--- config.mk ---
export PLATFORM = sky130hd
export DESIGN_NAME = eir_top
export DESIGN_NICKNAME = d
export VERILOG_FILES = /design/src/pkg/eir_pkg.sv /design/src/verilog/eir_top.sv /design/src/verilog/eir_prio_sel.sv
export SDC_FILE = /design/constraint.sdc
export NUM_CORES = 1
export LEC_CHECK = 0
export BUFFER_PORTS_ARGS = -buffer_cell sky130_fd_sc_hd__buf_2
export CORE_AREA = 2 2 108 110
export DETAILED_ROUTE_END_ITERATION = 16
export DIE_AREA = 0 0 110 112
export GPL_ROUTABILITY_DRIVEN = 0
export PLACE_DENSITY = 0.61
export SYNTH_ARGS = -nofsm -noshare
export SYNTH_HDL_FRONTEND = slang
export SYNTH_SLANG_ARGS = --single-unit
--- constraint.sdc ---
create_clock -name MCLK -period 4.4 [get_ports MCLK]
set_clock_uncertainty 0.2 [all_clocks]
set_input_delay 0.44 -clock MCLK [delete_from_list [all_inputs] [get_ports MCLK]]
set_output_delay 0.44 -clock MCLK [all_outputs]
set_load 0.01 [all_outputs]
--- src/pkg/eir_pkg.sv ---
// Package with register map, field layout and shared types of the extended_irq_control block
package eir_pkg;

    // Register indices; byte address on the bus is four times the index
    localparam logic [7:0] EIR_IDX_PENDING = 8'h91;
    localparam logic [7:0] EIR_IDX_EXT_CTRL = 8'hd8;
    localparam logic [7:0] EIR_IDX_PRIO = 8'hf8;
    localparam logic [7:0] EIR_IDX_ENABLE = 8'ha8;
    localparam logic [7:0] EIR_IDX_EVT_STATUS = 8'he0;
    localparam logic [7:0] EIR_IDX_EVT_CLEAR = 8'he1;
    localparam logic [7:0] EIR_IDX_EVT_MASK = 8'he2;

    // Source enable fields
    localparam int EIR_EN_RADIO_BIT = 0;
    localparam int EIR_EN_TIMER2_BIT = 1;
    localparam int EIR_EN_CRYPTO_BIT = 2;
    localparam int EIR_EN_TIMER3_BIT = 3;
    localparam logic [7:0] EIR_EN_MASK = 8'h0f;

    // Priority register: bit 7 reserved
    localparam logic [7:0] EIR_PRIO_MASK = 8'h7f;

    // Pending flag fields
    localparam int EIR_FLG_RADIO_BIT = 4;
    localparam int EIR_FLG_TIMER2_BIT = 5;
    localparam int EIR_FLG_CRYPTO_BIT = 6;
    localparam int EIR_FLG_TIMER3_BIT = 7;

    // Sleep timer flag in the extended control register
    localparam int EIR_EXT_SLEEP_BIT = 3;

    // Reset values
    localparam logic [7:0] EIR_RST_BYTE = 8'h00;
    localparam logic [6:0] EIR_RST_SRC = 7'h00;

    // AHB-Lite codes
    localparam logic [1:0] EIR_HTRANS_NONSEQ = 2'h2;
    localparam logic [1:0] EIR_HTRANS_SEQ = 2'h3;
    localparam logic EIR_HRESP_OKAY = 1'b0;

    // One bit per interrupt source, laid out like the priority register
    typedef struct packed {
        logic voice;
        logic serial_periph;
        logic sleep_timer;
        logic timer3;
        logic crypto;
        logic timer2;
        logic radio;
    } eir_src_t;

    // Request presented to the processor core
    typedef struct packed {
        logic valid;
        logic high;
        logic [2:0] source;
    } eir_req_t;

endpackage

--- src/verilog/eir_top.sv ---
// Extended_irq_control enable, priority and pending-flag registers on AHB-Lite
`timescale 1ns/1ns
`default_nettype none

// What this block does
// Enable bits gate radio, Timer2, crypto sources
// Timer3 enable at bit 3, resets zero
// Priority bit set means high level
// Priority bits placed per source, bit 7 zero
// Source event sets sticky pending flag
// Pending flags at bits 7-4, rest zero
// Sleep timer flag bit 3 at control register
// Sleep timer priority behaves like the others
// High requests first; writing zero clears flag

module eir_top
    import eir_pkg::*;
(
    input wire logic MCLK,
    input wire logic RESET_N,
    input wire logic CE,
    input wire logic HSEL,
    input wire logic [31:0] HADDR,
    input wire logic [1:0] HTRANS,
    input wire logic HWRITE,
    input wire logic [2:0] HSIZE,
    input wire logic [31:0] HWDATA,
    input wire logic HREADY,
    output logic [31:0] HRDATA,
    output logic HREADYOUT,
    output logic HRESP,
    input wire eir_src_t SRC_EVENT,
    input wire logic SERIAL_PERIPH_REQ,
    input wire logic VOICE_REQ,
    output logic CORE_REQ_VALID,
    output logic CORE_REQ_HIGH,
    output logic [2:0] CORE_REQ_SOURCE,
    output logic IRQ
);

    typedef struct packed {
        logic [7:0] enable;
        logic [7:0] prio;
        logic [7:0] pending;
        logic [7:0] ext_ctrl;
        eir_src_t evt_status;
        eir_src_t evt_mask;
        logic dp_write;
        logic [7:0] dp_idx;
        logic [31:0] rdata;
        logic hreadyout;
        logic hresp;
        eir_req_t req;
        logic irq;
    } eir_state_t;

    eir_state_t state_reg;
    eir_state_t state_next;

    logic addr_phase;
    logic addr_mapped;
    logic [7:0] addr_idx;
    logic [7:0] wr_byte;
    logic wr_pending;
    logic wr_ext_ctrl;
    logic wr_prio;
    logic wr_enable;
    logic wr_clear;
    logic wr_mask;
    eir_src_t core_req;
    eir_src_t prio_vec;
    eir_req_t sel;

    // Register index comes from the word address; upper bits must be zero
    assign addr_idx = HADDR[9:2];
    assign addr_mapped = (HADDR[31:10] == 22'h000000);

    // A transfer is taken only with the bus ready and the slave selected
    assign addr_phase = HSEL & HREADY &
        ((HTRANS == EIR_HTRANS_NONSEQ) | (HTRANS == EIR_HTRANS_SEQ));

    // Only whole words are issued; the registers sit in the low byte
    assign wr_byte = HWDATA[7:0];

    assign wr_pending = state_reg.dp_write & (state_reg.dp_idx == EIR_IDX_PENDING);
    assign wr_ext_ctrl = state_reg.dp_write & (state_reg.dp_idx == EIR_IDX_EXT_CTRL);
    assign wr_prio = state_reg.dp_write & (state_reg.dp_idx == EIR_IDX_PRIO);
    assign wr_enable = state_reg.dp_write & (state_reg.dp_idx == EIR_IDX_ENABLE);
    assign wr_clear = state_reg.dp_write & (state_reg.dp_idx == EIR_IDX_EVT_CLEAR);
    assign wr_mask = state_reg.dp_write & (state_reg.dp_idx == EIR_IDX_EVT_MASK);

    // Read data mux over the values that the current edge will store
    function automatic logic [31:0] read_mux(
        input logic [7:0] idx,
        input eir_state_t s
    );
        logic [31:0] d;
        d = 32'h00000000;
        case (idx)
            EIR_IDX_PENDING: begin
                d[7:0] = s.pending;
            end
            EIR_IDX_EXT_CTRL: begin
                d[7:0] = s.ext_ctrl;
            end
            EIR_IDX_PRIO: begin
                d[7:0] = s.prio;
            end
            EIR_IDX_ENABLE: begin
                d[7:0] = s.enable;
            end
            EIR_IDX_EVT_STATUS: begin
                d[6:0] = s.evt_status;
            end
            EIR_IDX_EVT_MASK: begin
                d[6:0] = s.evt_mask;
            end
            default: begin
                d = 32'h00000000;
            end
        endcase
        return d;
    endfunction

    // Requests that the core may see: pending and enabled
    always_comb begin
        core_req = EIR_RST_SRC;
        core_req.radio = state_reg.pending[EIR_FLG_RADIO_BIT] &
            state_reg.enable[EIR_EN_RADIO_BIT];
        core_req.timer2 = state_reg.pending[EIR_FLG_TIMER2_BIT] &
            state_reg.enable[EIR_EN_TIMER2_BIT];
        core_req.crypto = state_reg.pending[EIR_FLG_CRYPTO_BIT] &
            state_reg.enable[EIR_EN_CRYPTO_BIT];
        core_req.timer3 = state_reg.pending[EIR_FLG_TIMER3_BIT] &
            state_reg.enable[EIR_EN_TIMER3_BIT];
        // Enables of these three live in fields kept outside this block
        core_req.sleep_timer = state_reg.ext_ctrl[EIR_EXT_SLEEP_BIT];
        core_req.serial_periph = SERIAL_PERIPH_REQ;
        core_req.voice = VOICE_REQ;
    end

    // Priority register bits map one to one onto the source layout
    assign prio_vec = state_reg.prio[6:0];

    eir_prio_sel u_sel (
        .req(core_req),
        .prio(prio_vec),
        .sel(sel)
    );

    always_comb begin
        state_next = state_reg;

        // Source enable register: only bits 3 to 0 are implemented
        if (wr_enable) begin
            state_next.enable = wr_byte & EIR_EN_MASK;
        end

        // Priority register, sleep timer bit included
        if (wr_prio) begin
            state_next.prio = wr_byte & EIR_PRIO_MASK;
        end

        // Pending flags: an event in the same cycle beats a software clear
        if (wr_pending) begin
            state_next.pending = EIR_RST_BYTE;
            state_next.pending[EIR_FLG_RADIO_BIT] = wr_byte[EIR_FLG_RADIO_BIT];
            state_next.pending[EIR_FLG_TIMER2_BIT] = wr_byte[EIR_FLG_TIMER2_BIT];
            state_next.pending[EIR_FLG_CRYPTO_BIT] = wr_byte[EIR_FLG_CRYPTO_BIT];
            state_next.pending[EIR_FLG_TIMER3_BIT] = wr_byte[EIR_FLG_TIMER3_BIT];
        end
        if (SRC_EVENT.radio) begin
            state_next.pending[EIR_FLG_RADIO_BIT] = 1'b1;
        end
        if (SRC_EVENT.timer2) begin
            state_next.pending[EIR_FLG_TIMER2_BIT] = 1'b1;
        end
        if (SRC_EVENT.crypto) begin
            state_next.pending[EIR_FLG_CRYPTO_BIT] = 1'b1;
        end
        if (SRC_EVENT.timer3) begin
            state_next.pending[EIR_FLG_TIMER3_BIT] = 1'b1;
        end

        // Extended control: only the sleep timer flag is stored
        if (wr_ext_ctrl) begin
            state_next.ext_ctrl = EIR_RST_BYTE;
            state_next.ext_ctrl[EIR_EXT_SLEEP_BIT] = wr_byte[EIR_EXT_SLEEP_BIT];
        end
        if (SRC_EVENT.sleep_timer) begin
            state_next.ext_ctrl[EIR_EXT_SLEEP_BIT] = 1'b1;
        end

        // Event status: write-one-to-clear, then new events set again
        if (wr_clear) begin
            state_next.evt_status = state_reg.evt_status & ~wr_byte[6:0];
        end
        state_next.evt_status = state_next.evt_status | SRC_EVENT;

        if (wr_mask) begin
            state_next.evt_mask = wr_byte[6:0];
        end

        // Bus address phase; the slave never inserts wait states
        state_next.hreadyout = 1'b1;
        // Nothing on this bus is refused, so the response stays OKAY
        state_next.hresp = EIR_HRESP_OKAY;
        state_next.dp_write = 1'b0;
        state_next.dp_idx = EIR_RST_BYTE;
        if (addr_phase) begin
            state_next.dp_write = HWRITE & addr_mapped;
            state_next.dp_idx = addr_mapped ? addr_idx : EIR_RST_BYTE;
        end

        // Read data is taken from next values so a write just before is seen
        if (addr_phase & ~HWRITE & addr_mapped) begin
            state_next.rdata = read_mux(addr_idx, state_next);
        end else begin
            state_next.rdata = 32'h00000000;
        end

        // Core request and interrupt line
        state_next.req = sel;
        state_next.irq = |(state_next.evt_status & state_next.evt_mask);
    end

    always_ff @(posedge MCLK) begin
        if (!RESET_N) begin
            state_reg.enable <= EIR_RST_BYTE;
            state_reg.prio <= EIR_RST_BYTE;
            state_reg.pending <= EIR_RST_BYTE;
            state_reg.ext_ctrl <= EIR_RST_BYTE;
            state_reg.evt_status <= EIR_RST_SRC;
            state_reg.evt_mask <= EIR_RST_SRC;
            state_reg.dp_write <= 1'b0;
            state_reg.dp_idx <= EIR_RST_BYTE;
            state_reg.rdata <= 32'h00000000;
            state_reg.hreadyout <= 1'b1;
            state_reg.hresp <= EIR_HRESP_OKAY;
            state_reg.req <= '0;
            state_reg.irq <= 1'b0;
        end else if (CE) begin
            state_reg <= state_next;
        end
    end

    assign HRDATA = state_reg.rdata;
    assign HREADYOUT = state_reg.hreadyout;
    assign HRESP = state_reg.hresp;
    assign CORE_REQ_VALID = state_reg.req.valid;
    assign CORE_REQ_HIGH = state_reg.req.high;
    assign CORE_REQ_SOURCE = state_reg.req.source;
    assign IRQ = state_reg.irq;

endmodule

`default_nettype wire

--- src/verilog/eir_prio_sel.sv ---
// Two-level priority selector over the interrupt sources
`timescale 1ns/1ns
`default_nettype none

module eir_prio_sel
    import eir_pkg::*;
(
    input wire eir_src_t req,
    input wire eir_src_t prio,
    output eir_req_t sel
);

    logic [6:0] hi_req;
    logic [6:0] lo_req;
    logic [7:0] hi_seen;
    logic [7:0] lo_seen;
    logic [6:0] hi_pick;
    logic [6:0] lo_pick;
    logic [6:0] pick;

    assign hi_seen[0] = 1'b0;
    assign lo_seen[0] = 1'b0;

    // Lowest index wins inside a level
    genvar i;
    generate
        for (i = 0; i < 7; i = i + 1) begin : g_src
            assign hi_req[i] = req[i] & prio[i];
            assign lo_req[i] = req[i] & ~prio[i];
            assign hi_pick[i] = hi_req[i] & ~hi_seen[i];
            assign lo_pick[i] = lo_req[i] & ~lo_seen[i];
            assign hi_seen[i + 1] = hi_seen[i] | hi_req[i];
            assign lo_seen[i + 1] = lo_seen[i] | lo_req[i];
        end
    endgenerate

    // High level blocks any low-level request
    assign pick = hi_seen[7] ? hi_pick : lo_pick;

    always_comb begin
        sel.valid = hi_seen[7] | lo_seen[7];
        sel.high = hi_seen[7];
        sel.source = 3'h0;
        for (int k = 0; k < 7; k++) begin
            if (pick[k]) begin
                sel.source = 3'(k);
            end
        end
    end

endmodule

`default_nettype wire

==> flow_metrics.env <==
export IMPL_synth_edf_count=0
export IMPL_antenna_found_initial=0
export IMPL_n_antenna_cell=0
export IMPL_ctsHtreeMaxLevel=3
export IMPL_cts_tree="done"
export IMPL_coreArea_sq_um=11200
export IMPL_start_kind="flop"
export IMPL_path_cells="nor4b_2 -> and4_1 -> nor2_1 -> a211oi_1 -> o221a_1 -> a221oi_1"
export IMPL_power_density_nw_per_um2=335
export IMPL_crit_start="state_reg[41]"
export IMPL_clk_pin_slew_ps=50
export IMPL_worstSkewPairLatency_ps=330
export IMPL_synth_distinct_cells=60
export IMPL_cp_arrival_ps=2560
export IMPL_synth_seq_cells=69
export IMPL_hp_class="input port to flop"
export IMPL_critPathMaxStageDelay_ps=590
export IMPL_dp_hpwl_um=8140
export IMPL_crit_fanout=15
export IMPL_die_h_um=112
export IMPL_die_x_um=110
export IMPL_dp_cells=622
export IMPL_syn_area_sq_um=3820
export IMPL_clkPwrFrac=0.461
export IMPL_postCtsSetupBuffers=0
export IMPL_die_area_sq_um=12300
export IMPL_grt_pass1_vias=3293
export IMPL_grt_first_pass_wirelength_um=17300
export IMPL_cell_internal_pwr_mw=1.11
export IMPL_drv_cap=0
export IMPL_worstSetupPathType="flop to flop"
export IMPL_hold_buffers=0
export IMPL_yosysTopAreaCell="dfxtp_1"
export IMPL_area_growth_pct=13.6
export IMPL_setup_viol=0
export IMPL_drt_antenna_violating_nets=0
export IMPL_numCtsBuffers=9
export IMPL_yosysMostFrequentCell="dfxtp_1"
export IMPL_wl_per_cell_um=17.3
export IMPL_drc=0
export IMPL_grt_max_degree=55
export IMPL_netlist_instances=443
export IMPL_hold_viol=0
export IMPL_crit_required_ps=4380
export IMPL_status="finished clean"
export IMPL_fin_nets=574
export IMPL_grt_usage=0.181
export IMPL_num_vias=3530
export IMPL_synth_top_cell_area_share=0.362
export IMPL_synth_ff_type="dfxtp_1"
export IMPL_portBuffers=67
export IMPL_final_design_area_no_fill_sq_um=4340
export IMPL_period_minus_slack_ps=2580
export IMPL_placed_cell_area_sq_um=4060
export IMPL_vias_per_cell=5.54
export IMPL_first_pass_iters=5
export IMPL_rows=39
export IMPL_io_pins=124
export IMPL_fin_crit_sh=0.585
export IMPL_seq_power_share=0.450
export IMPL_timing_fmax_mhz=388
export IMPL_min_from="HWRITE"
export IMPL_reg2reg_from="state_reg[41]"
export IMPL_synthTopCellsByArea="dfxtp_1 36%, mux2i_1 8.9%, buf_4 7.9%, nor2_1 4.9%, and3_1 3.8%"
export IMPL_largest_reg_flops=47
export IMPL_drt_wl_total_um=11000
export IMPL_drv_slew=0
export IMPL_leakage_nw=1.89
export IMPL_swShare=0.236
export IMPL_irDropWorstVdd_mv=0.177
export IMPL_clockBufferDepth=2
export IMPL_instances_no_fill=637
export IMPL_start_util=0.342
export IMPL_worst_pin_slew_ps=638
export IMPL_reg2reg_depth=6
export IMPL_drive_gt1_frac=0.192
export IMPL_yosysSeqAreaShare=0.362
export IMPL_combPwrFrac=0.089
export IMPL_cts_sinks=69
export IMPL_ctsResizeCount=0
export IMPL_ys_warn_count=0
export IMPL_timing_hold_ws_ps=165
export IMPL_p_sw_mw=0.343
export IMPL_slowest_stage="and4_1"
export IMPL_drtIter0Drc=315
export IMPL_min_path_cells=3
export IMPL_grt_overflow=0
export IMPL_synthTopCellsByCount="69 x dfxtp_1, 50 x nor2_1, 40 x buf_4"
export IMPL_synth_async_reset_ratio=0
export IMPL_slew_headroom=0.572
export IMPL_syn_area_per_cell_sq_um=8.61
export IMPL_rsz0062_at_grt="false"
export IMPL_finalSetupTns_ps=0
export IMPL_fill_cells=1121
export IMPL_cts_root_buf="clkbuf_16"
export IMPL_end_kind="flop"
[cell type report]
type	instances	area, sq um	share of cell area
clock inverters	1	5.00	0.00115
multi-input cells	334	2120	0.490
well taps	143	179	0.0413
inverters	8	30.0	0.00693
clock buffers	14	274	0.0632
flip-flops and latches	69	1380	0.319
repair buffers	68	343	0.0791
[worst paths after layout]
| path | to | slack (ps) |
|---|---|---|
| max | HRDATA[5] | 1820 |
| min | state_reg[48] | 170 |
| max reg2reg | HRDATA[5] | 1820 |
| min reg2reg | HRDATA[7] | 270 |
[power by group through the flow]
stage / clock network [mW] / logic [mW] / registers (mW)
floorplan: 0 / 0.0903 / 0.663
global placement: 0 / 0.126 / 0.665
detailed placement: 0 / 0.128 / 0.666
CTS: 0.678 / 0.129 / 0.653
global route: 0.702 / 0.143 / 0.654
finish: 0.670 / 0.130 / 0.653
[critical path, delay by kind of cell, from the launching register on]
kind               cells  cell delay, ps
and+or+nand+nor        3            1110
AOI/OAI and AO/OA      3             780
DFF                    1             340
[cells in the final DEF, fill, tap and decap left out, types with 3 or more instances in the layout]
cell and instances:
inv_1 6, and4_1 4, and3_1 23, a221oi_1 4, buf_2 67, o211ai_1 4, nor4_1 3, dfxtp_1 69
nor3_1 4, clkbuf_16 9, nand2_1 28, nand3b_1 3, a21oi_1 22, conb_1 26, o221ai_1 3, nor4b_2 4
o221a_1 7, a222oi_1 3, a31oi_1 3, mux2i_1 34, nor2_1 50, nor2b_1 11, a211oi_1 15, o31ai_1 7
nand4_1 6, nand3_1 15, o21ai_0 18, clkbuf_8 3
[per-stage QoR]
step           worst slack [ps]   util  power (mW)
6_report                   1820  0.388        1.45
5_1_grt                    1690  0.388        1.50
4_1_cts                    1870  0.388        1.46
3_5_place_dp               1870  0.363       0.794
3_3_place_gp               1900  0.363       0.790
2_1_floorplan              2380      -       0.754
[per-layer routing]
layer,GRT usage,vias to the layer above,wire (um)
met2,0.279,145,5000
met4,0.0852,0,323
li1,-,1666,-
met3,0.0287,24,739
met5,0,-,0
met1,0.245,1695,4930
[logic make-up (layout without fill, tap and decap cells)]
group / count (synthesis) / in the layout / synth area share
AOI/OAI and AO/OA: 104 / 104 / 0.195
other: 2 / 26 / 0.00197
muxes: 35 / 35 / 0.0921
and+or+nand+nor: 169 / 169 / 0.243
buffers and inverters: 64 / 91 / 0.105
DFF: 69 / 69 / 0.362
No activity file was read; power rests on OpenSTA's default activity.
